===== src/inc/tone_consts.vh =====
`ifndef TONE_CONSTS_VH
`define TONE_CONSTS_VH
// register byte addresses
`define ADDR_TX_DATA      5'h00
`define ADDR_CONTROL      5'h04
`define ADDR_STATUS       5'h08
`define ADDR_CP_INPUT     5'h0c
// first control register fields
`define CRA_TONE_OUT      0
`define CRA_CP_SELECT     1
`define CRA_IRQ_EN        2
`define CRA_REG_SELECT    3
// second control register fields
`define CRB_BURST_EN      0
`define CRB_RX_EN         1
`define CRB_SINGLE        2
`define CRB_COL_ROW       3
// status fields
`define ST_TX_READY       1
// reset values
`define CRA_RESET         4'h0
`define CRB_RESET         4'h0
// reference clock, in Hz, and the system clock
`define REF_CLK_HZ        3579545
`define SYS_CLK_HZ        20000000
// reference clock enable as a phase accumulator: step = ref/sys * 2^24
`define REF_STEP          24'h2dd1ab
// burst length in reference cycles: 51 ms of 3.579545 MHz
`define BURST_MS          51
`define BURST_REF_CYCLES  ((`REF_CLK_HZ / 1000) * `BURST_MS)
`endif


===== src/logic/tone_burst_generator.v =====
`include "tone_consts.vh"
`timescale 1ns/100ps
`default_nettype none
module tone_burst_generator
(
	input  wire        aclk,
	input  wire        aresetn,
	input  wire [4:0]  s_axi_awaddr,
	input  wire        s_axi_awvalid,
	output wire        s_axi_awready,
	input  wire [31:0] s_axi_wdata,
	input  wire [3:0]  s_axi_wstrb,
	input  wire        s_axi_wvalid,
	output wire        s_axi_wready,
	output reg  [1:0]  s_axi_bresp,
	output reg         s_axi_bvalid,
	input  wire        s_axi_bready,
	input  wire [4:0]  s_axi_araddr,
	input  wire        s_axi_arvalid,
	output wire        s_axi_arready,
	output reg  [31:0] s_axi_rdata,
	output reg  [1:0]  s_axi_rresp,
	output reg         s_axi_rvalid,
	input  wire        s_axi_rready,
	input  wire        cp_tone_in,
	input  wire        cp_in_band,
	output reg  [3:0]  row_sample_q,
	output reg  [3:0]  col_sample_q,
	output wire        tone_out_oe,
	output reg         event_or_tone_pin_o,
	output reg         event_or_tone_pin_oe,
	output wire        rx_detect_enable,
	output wire        cp_detect_enable
);
	localparam PH_IDLE  = 2'h0;
	localparam PH_BURST = 2'h1;
	localparam PH_PAUSE = 2'h2;
	localparam [31:0] BURST_LEN = `BURST_REF_CYCLES;

	reg  [3:0]  first_control_register_q;
	reg  [3:0]  second_control_register_q;
	reg         second_register_select_q;
	reg  [3:0]  tx_code_q;
	reg         tx_valid_q;
	reg         tx_ready_q;
	reg  [1:0]  phase_q;
	reg  [19:0] burst_cnt_q;
	reg  [23:0] ref_acc_q;
	reg         ref_tick_q;
	reg         aw_hold_q;
	reg         w_hold_q;
	reg  [4:0]  aw_addr_q;
	reg  [3:0]  w_data_q;
	reg         w_lane_q;
	reg  [1:0]  cp_sync_q;
	reg  [1:0]  band_sync_q;
	wire [3:0]  row_s;
	wire [3:0]  col_s;
	wire [24:0] acc_sum;
	wire        tone_output_enable;
	wire        call_progress_mode;
	wire        irq_en;
	wire        burst_en;
	wire        single_tone;
	wire        single_col;
	wire        do_write;
	wire        tone_active;
	wire        row_run;
	wire        col_run;
	wire [19:0] phase_len;

	assign tone_output_enable = first_control_register_q[`CRA_TONE_OUT];
	assign call_progress_mode = first_control_register_q[`CRA_CP_SELECT];
	assign irq_en             = first_control_register_q[`CRA_IRQ_EN];
	assign burst_en           = second_control_register_q[`CRB_BURST_EN];
	assign single_tone        = second_control_register_q[`CRB_SINGLE];
	assign single_col         = second_control_register_q[`CRB_COL_ROW];

	// reference-rate enable, fractional so the tones keep crystal accuracy
	assign acc_sum = {1'b0, ref_acc_q} + {1'b0, `REF_STEP};
	always @(posedge aclk)
	begin
		if (!aresetn)
		begin
			ref_acc_q  <= 24'h000000;
			ref_tick_q <= 1'b0;
		end
		else
		begin
			ref_acc_q  <= acc_sum[23:0];
			ref_tick_q <= acc_sum[24];
		end
	end

	// write channel: address and data taken in either order
	assign s_axi_awready = !aw_hold_q && !s_axi_bvalid;
	assign s_axi_wready  = !w_hold_q && !s_axi_bvalid;
	assign do_write      = aw_hold_q && w_hold_q;

	always @(posedge aclk)
	begin
		if (!aresetn)
		begin
			aw_hold_q    <= 1'b0;
			w_hold_q     <= 1'b0;
			aw_addr_q    <= 5'h00;
			w_data_q     <= 4'h0;
			w_lane_q     <= 1'b0;
			s_axi_bvalid <= 1'b0;
			s_axi_bresp  <= 2'h0;
		end
		else
		begin
			if (s_axi_awvalid && s_axi_awready)
			begin
				aw_hold_q <= 1'b1;
				aw_addr_q <= s_axi_awaddr;
			end
			if (s_axi_wvalid && s_axi_wready)
			begin
				w_hold_q <= 1'b1;
				w_data_q <= s_axi_wdata[3:0];
				w_lane_q <= s_axi_wstrb[0];
			end
			if (do_write)
			begin
				aw_hold_q    <= 1'b0;
				w_hold_q     <= 1'b0;
				s_axi_bvalid <= 1'b1;
				s_axi_bresp  <= (aw_addr_q == `ADDR_TX_DATA || aw_addr_q == `ADDR_CONTROL)
					? 2'h0 : 2'h2;
			end
			else if (s_axi_bready)
				s_axi_bvalid <= 1'b0;
		end
	end

	// control registers share one address, steered by the select bit
	always @(posedge aclk)
	begin
		if (!aresetn)
		begin
			first_control_register_q  <= `CRA_RESET;
			second_control_register_q <= `CRB_RESET;
			second_register_select_q  <= 1'b0;
		end
		else if (do_write && w_lane_q && aw_addr_q == `ADDR_CONTROL)
		begin
			if (second_register_select_q)
			begin
				second_control_register_q <= w_data_q;
				second_register_select_q  <= 1'b0;
			end
			else
			begin
				first_control_register_q <= w_data_q;
				second_register_select_q <= w_data_q[`CRA_REG_SELECT];
			end
		end
	end

	// burst timer; length doubles in call progress mode
	assign phase_len = call_progress_mode ? {BURST_LEN[18:0], 1'b0}
		: BURST_LEN[19:0];

	always @(posedge aclk)
	begin
		if (!aresetn || !tone_output_enable)
		begin
			tx_code_q   <= 4'h0;
			tx_valid_q  <= 1'b0;
			tx_ready_q  <= 1'b0;
			phase_q     <= PH_IDLE;
			burst_cnt_q <= 20'h00000;
		end
		else
		begin
			if (do_write && w_lane_q && aw_addr_q == `ADDR_TX_DATA)
			begin
				tx_code_q   <= w_data_q;
				tx_valid_q  <= 1'b1;
				tx_ready_q  <= 1'b0;
				phase_q     <= burst_en ? PH_BURST : PH_IDLE;
				burst_cnt_q <= 20'h00000;
			end
			else if (ref_tick_q)
			begin
				case (phase_q)
					PH_BURST:
					begin
						if (burst_cnt_q == phase_len - 20'h00001)
						begin
							burst_cnt_q <= 20'h00000;
							phase_q     <= PH_PAUSE;
						end
						else
							burst_cnt_q <= burst_cnt_q + 20'h00001;
					end
					PH_PAUSE:
					begin
						if (burst_cnt_q == phase_len - 20'h00001)
						begin
							burst_cnt_q <= 20'h00000;
							phase_q     <= PH_IDLE;
							tx_valid_q  <= 1'b0;
							tx_ready_q  <= 1'b1;
						end
						else
							burst_cnt_q <= burst_cnt_q + 20'h00001;
					end
					default:
						phase_q <= PH_IDLE;
				endcase
			end
		end
	end

	// continuous tone without burst mode, timed burst otherwise
	assign tone_active = tx_valid_q && (burst_en ? (phase_q == PH_BURST) : 1'b1);
	// single tone picks one group by the column/row bit
	assign row_run = tone_active && !(single_tone && single_col);
	assign col_run = tone_active && !(single_tone && !single_col);
	assign tone_out_oe = tone_output_enable;

	// two identical chains, row and column
	tone_chain row_chain
	(
		.aclk      (aclk),
		.aresetn   (aresetn),
		.ref_tick  (ref_tick_q),
		.run       (row_run),
		.sel       (tx_code_q[3:2]),
		.row_group (1'b1),
		.sample_q  (row_s)
	);

	tone_chain col_chain
	(
		.aclk      (aclk),
		.aresetn   (aresetn),
		.ref_tick  (ref_tick_q),
		.run       (col_run),
		.sel       (tx_code_q[1:0]),
		.row_group (1'b0),
		.sample_q  (col_s)
	);

	always @(posedge aclk)
	begin
		if (!aresetn)
		begin
			row_sample_q <= 4'h8;
			col_sample_q <= 4'h8;
		end
		else
		begin
			row_sample_q <= row_s;
			col_sample_q <= col_s;
		end
	end

	// comparator output and band flag come from the analog side
	always @(posedge aclk)
	begin
		if (!aresetn)
		begin
			cp_sync_q   <= 2'h0;
			band_sync_q <= 2'h0;
		end
		else
		begin
			cp_sync_q   <= {cp_sync_q[0], cp_tone_in};
			band_sync_q <= {band_sync_q[0], cp_in_band};
		end
	end

	assign rx_detect_enable = !call_progress_mode;
	assign cp_detect_enable = call_progress_mode;

	// open drain: driven only low, or released for the pull-up
	always @(posedge aclk)
	begin
		if (!aresetn)
		begin
			event_or_tone_pin_o  <= 1'b0;
			event_or_tone_pin_oe <= 1'b0;
		end
		else if (call_progress_mode)
		begin
			event_or_tone_pin_o <= 1'b0;
			// low out of band, else follows the squared tone (low while it is low, released while it is high)
			event_or_tone_pin_oe <= irq_en && !(band_sync_q[1] && cp_sync_q[1]);
		end
		else
		begin
			event_or_tone_pin_o  <= 1'b0;
			event_or_tone_pin_oe <= irq_en && burst_en && tx_ready_q;
		end
	end

	// read channel
	assign s_axi_arready = !s_axi_rvalid;
	always @(posedge aclk)
	begin
		if (!aresetn)
		begin
			s_axi_rvalid <= 1'b0;
			s_axi_rdata  <= 32'h00000000;
			s_axi_rresp  <= 2'h0;
		end
		else if (s_axi_arvalid && s_axi_arready)
		begin
			s_axi_rvalid <= 1'b1;
			s_axi_rresp  <= 2'h0;
			case (s_axi_araddr)
				`ADDR_CONTROL: s_axi_rdata <= {27'h0000000, second_register_select_q,
					first_control_register_q};
				`ADDR_STATUS:  s_axi_rdata <= {26'h0000000, phase_q, 2'h0, tx_ready_q, 1'b0};
				`ADDR_CP_INPUT: s_axi_rdata <= {28'h0000000, second_control_register_q};
				default:
				begin
					s_axi_rdata <= 32'h00000000;
					s_axi_rresp <= 2'h2;
				end
			endcase
		end
		else if (s_axi_rready)
			s_axi_rvalid <= 1'b0;
	end
endmodule
`default_nettype wire


===== src/logic/tone_chain.v =====
`timescale 1ns/100ps
`default_nettype none
module tone_chain
(
	input  wire       aclk,
	input  wire       aresetn,
	input  wire       ref_tick,
	input  wire       run,
	input  wire [1:0] sel,
	input  wire       row_group,
	output reg  [3:0] sample_q
);
	reg  [10:0] div_q;
	reg  [4:0]  seg_q;
	reg  [10:0] term;
	reg  [3:0]  sine;
	reg  [1:0]  sel_q;

	always @*
	begin
		// divide ratios are ref / (32 * f) minus one
		case ({row_group, sel})
			3'h4: term = 11'h0a0;
			3'h5: term = 11'h091;
			3'h6: term = 11'h083;
			3'h7: term = 11'h075;
			3'h0: term = 11'h05b;
			3'h1: term = 11'h053;
			3'h2: term = 11'h04b;
			3'h3: term = 11'h043;
			default: term = 11'h0a0;
		endcase
	end

	always @*
	begin
		case (seg_q[3:0])
			4'h0: sine = 4'h0;
			4'h1: sine = 4'h2;
			4'h2: sine = 4'h3;
			4'h3: sine = 4'h5;
			4'h4: sine = 4'h6;
			4'h5: sine = 4'h6;
			4'h6: sine = 4'h7;
			4'h7: sine = 4'h7;
			4'h8: sine = 4'h7;
			4'h9: sine = 4'h7;
			4'ha: sine = 4'h6;
			4'hb: sine = 4'h6;
			4'hc: sine = 4'h5;
			4'hd: sine = 4'h3;
			4'he: sine = 4'h2;
			default: sine = 4'h0;
		endcase
	end

	always @(posedge aclk)
	begin
		if (!aresetn || !run)
		begin
			div_q    <= 11'h000;
			seg_q    <= 5'h00;
			sel_q    <= 2'h0;
			sample_q <= 4'h8;
		end
		else
		begin
			sel_q <= sel;
			// retune restarts the segment, so no runt segment is left behind
			if (sel != sel_q)
				div_q <= 11'h000;
			else if (ref_tick)
			begin
				if (div_q >= term)
				begin
					div_q <= 11'h000;
					seg_q <= seg_q + 5'h01;
				end
				else
					div_q <= div_q + 11'h001;
				sample_q <= seg_q[4] ? (4'h8 - sine) : (4'h8 + sine);
			end
		end
	end
endmodule
`default_nettype wire


===== config.mk =====
export PLATFORM = sky130hd
export DESIGN_NAME = tone_burst_generator
export DESIGN_NICKNAME = d
export VERILOG_FILES = /design/src/logic/tone_burst_generator.v /design/src/logic/tone_chain.v
export VERILOG_INCLUDE_DIRS = /design/src /design/src/inc
export SDC_FILE = /design/constraint.sdc
export NUM_CORES = 1
export LEC_CHECK = 0
export BUFFER_PORTS_ARGS = -buffer_cell sky130_fd_sc_hd__buf_2
export CAP_MARGIN = 20
export CELL_PAD_IN_SITES_DETAIL_PLACEMENT = 1
export CELL_PAD_IN_SITES_GLOBAL_PLACEMENT = 2
export CORE_ASPECT_RATIO = 0.8
export CORE_UTILIZATION = 34
export DETAILED_ROUTE_END_ITERATION = 8
export PLACE_DENSITY_LB_ADDON = 0.2
export SLEW_MARGIN = 20
export SYNTH_ARGS = -nofsm -noshare
export SYNTH_HDL_FRONTEND = slang
export SYNTH_SLANG_ARGS = --single-unit

===== constraint.sdc =====
create_clock -name aclk -period 3.4 [get_ports aclk]
set_input_delay 0.34 -clock aclk [delete_from_list [all_inputs] [get_ports aclk]]
set_output_delay 0.34 -clock aclk [all_outputs]
set_load 0.01 [all_outputs]

==> impl_results.md <==
* Status: complete, no violations
* CTS Buffer Depth at 2
* Clk_lat worst skew at 0.43 ns
* Fmax at 346 MHz
* Post-CTS Setup Inserts at 0
* Worst Skew at 0.0102 ns
* Routed Antenna Nets at 0
* TritonCTS Buffers at 17
* Layout cells sized above 1 at 11.7%
* Finished Layout Cells at 1054
* Number of global-route vias before repair at 5342
* Ys async rst share at 0%
* Initial Utilization at 35.0%
* Cell Pwr Density at 577 nW/um^2
* Post-synth EDFFs at 0
* Worst path top cell family by delay: compound AO/OA/AOI/OAI gates
* Die height at 128 microns
* Via Count at 5103
* Net Sw Frac at 22.4%
* Total I/O pin count at 109
* Overall routed net length at 15300 microns
* Final setup fails at 0
* Max Slew Vio Count at 0
* Clk pin slew, worst setup/hold paths at 0.06 ns
* Crit Path Category: flip-flop to flip-flop
* Slew headroom at 38.8%
* Ys flop type: dfxtp_1
* Yosys reg bits at 155
* First-pass GRT wire length at 26100 microns
* Worst Path Required at 3.71 ns
* CP max stage delay at 0.52 ns
* IO Port Bufs at 48
* Most Frequent Cell on Critical Path: ha_1
* Slew @ Worst Pin at 0.917 ns
* Final Hold Viols at 0
* Worst Path Arrival at 3.20 ns
* CTS tree: done
* Cell area after synthesis at 6700 sq um
* Largest net degree at the start of global routing at 54
* Critical Path, Cell by Cell: ha_1 > a211o_1 > a221oi_2 > o21ai_0 > a21oi_1 > inv_1 > ha_1 > or4b_1 > o31a_2
* Leak pwr at 3.02 nW
* Dpl cells at 1024
* Core Box Area at 19100 sq um
* Internal at 3.47 mW
* Number of DRC markers in iteration 0 at 159
* Layout area overhead at 15.6%
* Via density per instance at 4.84
* Yosys warns at 0
* Post-synth cell types at 65
* GRT Total Usage at 16.0%
* Syn_area_per_cell at 9.11 sq um
* Synth Instances at 736
* Fin Setup TNS at 0 ns
* Clk pwr share at 47.9%
* Worst hold-check path type: input pin to flip-flop
* Peak supply drop at 258 uV
* Final critical-path required period at 2.89 ns
* Placer Congestion at 0.727
* TritonRoute pass-1 iters at 4
* Initial antenna violation count at 0
* Crit end category: flip-flop
* Root Driver: clkbuf_16
* Worst Path Buf+Inv at 1
* Row cnt at 45
* Antenna cells at 0
* Congestion Overflow GR at 0
* Unrepaired setup endpoints after global routing: no
* Crit start category: flip-flop
* Psw at 1.00 mW
* Critical-path maximum fanout at 4
* Sequential power share at 44.5%
* # resized after CTS at 0
* CP max-delay cell: or4b_1
* Layout Nets at 863
* DRC at 0
* H-Tree Depth at 4
* Period utilization at 85.1%
* HPWL after DPL at 11000 microns
* Die ar. at 20300 sq um
* WL per Instance at 14.5 microns
* Clk sink count at 155
* Post-CTS Hold Buffers at 0
* Logic pwr share at 7.6%
* Overall die width at 159 microns
* Sequential share of the synthesized area at 46.3%
* Max cap viols at 0
* Pwr Total at 4.47 mW
through the flow:
step / util, % / hold slack [ns] / setup WS (ns) / area (sq um)
floorplan: - / 0.403 / 0.771 / 6810
finish: 40.5 / 0.103 / 0.508 / 7750
global route: 40.5 / 0.0913 / 0.269 / 7750
detailed placement: 37.1 / 0.423 / 0.502 / 7090
global placement: 37.1 / 0.416 / 0.544 / 7090
CTS: 40.5 / 0.0813 / 0.487 / 7750
power groups by stage:
stage / Sequential, mW / Clock (mW) / Combinational (mW)
after floorplan: 2.01 / 0 / 0.296
after detailed placement: 2.03 / 0 / 0.342
after CTS: 1.99 / 2.20 / 0.346
after global placement: 2.02 / 0 / 0.329
final: 1.99 / 2.14 / 0.340
after global routing: 2.00 / 2.28 / 0.388
logic make-up after synthesis:
kind of cell,Yosys count,synth area share [%]
other,1,0.0559
adder cells (fa/ha/maj),23,4.29
XOR/XNOR,64,8.47
AO/OA/AOI/OAI,95,9.46
multiplexers,29,4.33
buffers and inverters,80,6.16
flip-flops,155,46.3
AND/OR/NAND/NOR,289,20.9
cell usage in the layout, fill, tap and decap left out, types with 3 or more instances in the layout:
master and count:
dfxtp_1 155, nor2_1 122, nand2_1 48, buf_2 48, xor2_1 37, a21oi_1 32
inv_1 31, mux2i_1 29, conb_1 29, xnor2_1 26, ha_1 23, and2_1 20
clkbuf_16 17, o21ai_0 16, nand3_1 15, nor3_1 14, nand4_1 12, and3_1 9
nor2b_1 8, or3_1 7, a211oi_1 6, bufinv_16 6, a211o_1 4, or4_1 4
a21o_1 4, nor4_1 4, o21a_1 4, nand2b_1 4, nor2_2 3, and4_1 3
a22oi_1 3, o311ai_0 3, a31oi_1 3, clkbuf_1 3
worst register-to-register path, stage by stage, from the launching register on:
cell and delay (ns):
dfxtp_1 0.39, ha_1 0.27, a211o_1 0.31, a221oi_2 0.42, o21ai_0 0.18, a21oi_1 0.31, inv_1 0.08, ha_1 0.18
or4b_1 0.52, o31a_2 0.13
metal layers:
| layer | vias up | GRT usage (%) | part of all wire [%] |
|---|---|---|---|
| met4 | 0 | 6.11 | 1.3 |
| li1 | 2525 | - | - |
| met5 | - | 0 | 0 |
| met1 | 2499 | 20.9 | 51 |
| met2 | 63 | 25.8 | 45 |
| met3 | 16 | 3.57 | 2.7 |
worst paths after layout:
| check | from | to | slack, ns | cells after the start |
|---|---|---|---|---|
| setup / recovery | col_chain.div_q[4] | col_chain.sine[2] | 0.51 | 9 |
| hold / removal | s_axi_rready | s_axi_rvalid | 0.10 | 2 |
| setup reg to reg | col_chain.div_q[4] | col_chain.sine[2] | 0.51 | 9 |
| hold reg to reg | band_sync_q[1] | event_or_tone_pin_oe | 0.43 | 1 |
flip-flops by register name, indices dropped and copies added (netlist names), 4 cells and up:
name and cells:
tx_code_q 4, w_data_q 4, row_chain.sample_q 4, s_axi_rdata 6, ref_acc_q 24, row_chain.seg_q 5, col_chain.div_q 11, first_control_register_q 4
row_chain.term 6, row_chain.div_q 11, second_control_register_q 4, col_chain.seg_q 5, col_chain.sample_q 4, row_sample_q 4, col_sample_q 4, burst_cnt_q 20
aw_addr_q 5
cells in the mapped netlist (3+ instances only):
cell type,n,area (sq um)
a22oi_1,3,22.5
buf_4,29,218
and2_1,20,125
mux2i_1,29,290
nand2b_1,4,25.0
or4_1,4,30.0
xor2_1,37,324
o21ai_0,16,80.1
inv_1,31,116
o21a_1,4,30.0
and3_1,9,56.3
a31oi_1,3,18.8
or3_1,7,43.8
a21oi_1,32,160
ha_1,23,288
nor2_1,122,458
nand2_1,48,180
a211oi_1,6,45.0
dfxtp_1,155,3100
a21o_1,4,30.0
buf_2,3,15.0
nor4_1,4,25.0
nand4_1,12,75.1
a211o_1,4,35.0
nor2_2,3,18.8
o311ai_0,3,26.3
xnor2_1,26,228
clkbuf_1,15,56.3
nand3_1,15,75.1
and4_1,3,26.3
nor2b_1,8,50.1
nor3_1,14,70.1
final cells by class:
| type | count | area (sq um) |
|---|---|---|
| clock inverter | 8 | 190 |
| sequential | 155 | 3100 |
| clock buffer | 22 | 464 |
| timing repair buffer | 50 | 255 |
| inverter | 32 | 120 |
| multi-input combinational | 529 | 3290 |
| tap | 258 | 323 |
| fill | 2253 | 11400 |
Power figures use the tool's default switching activity.
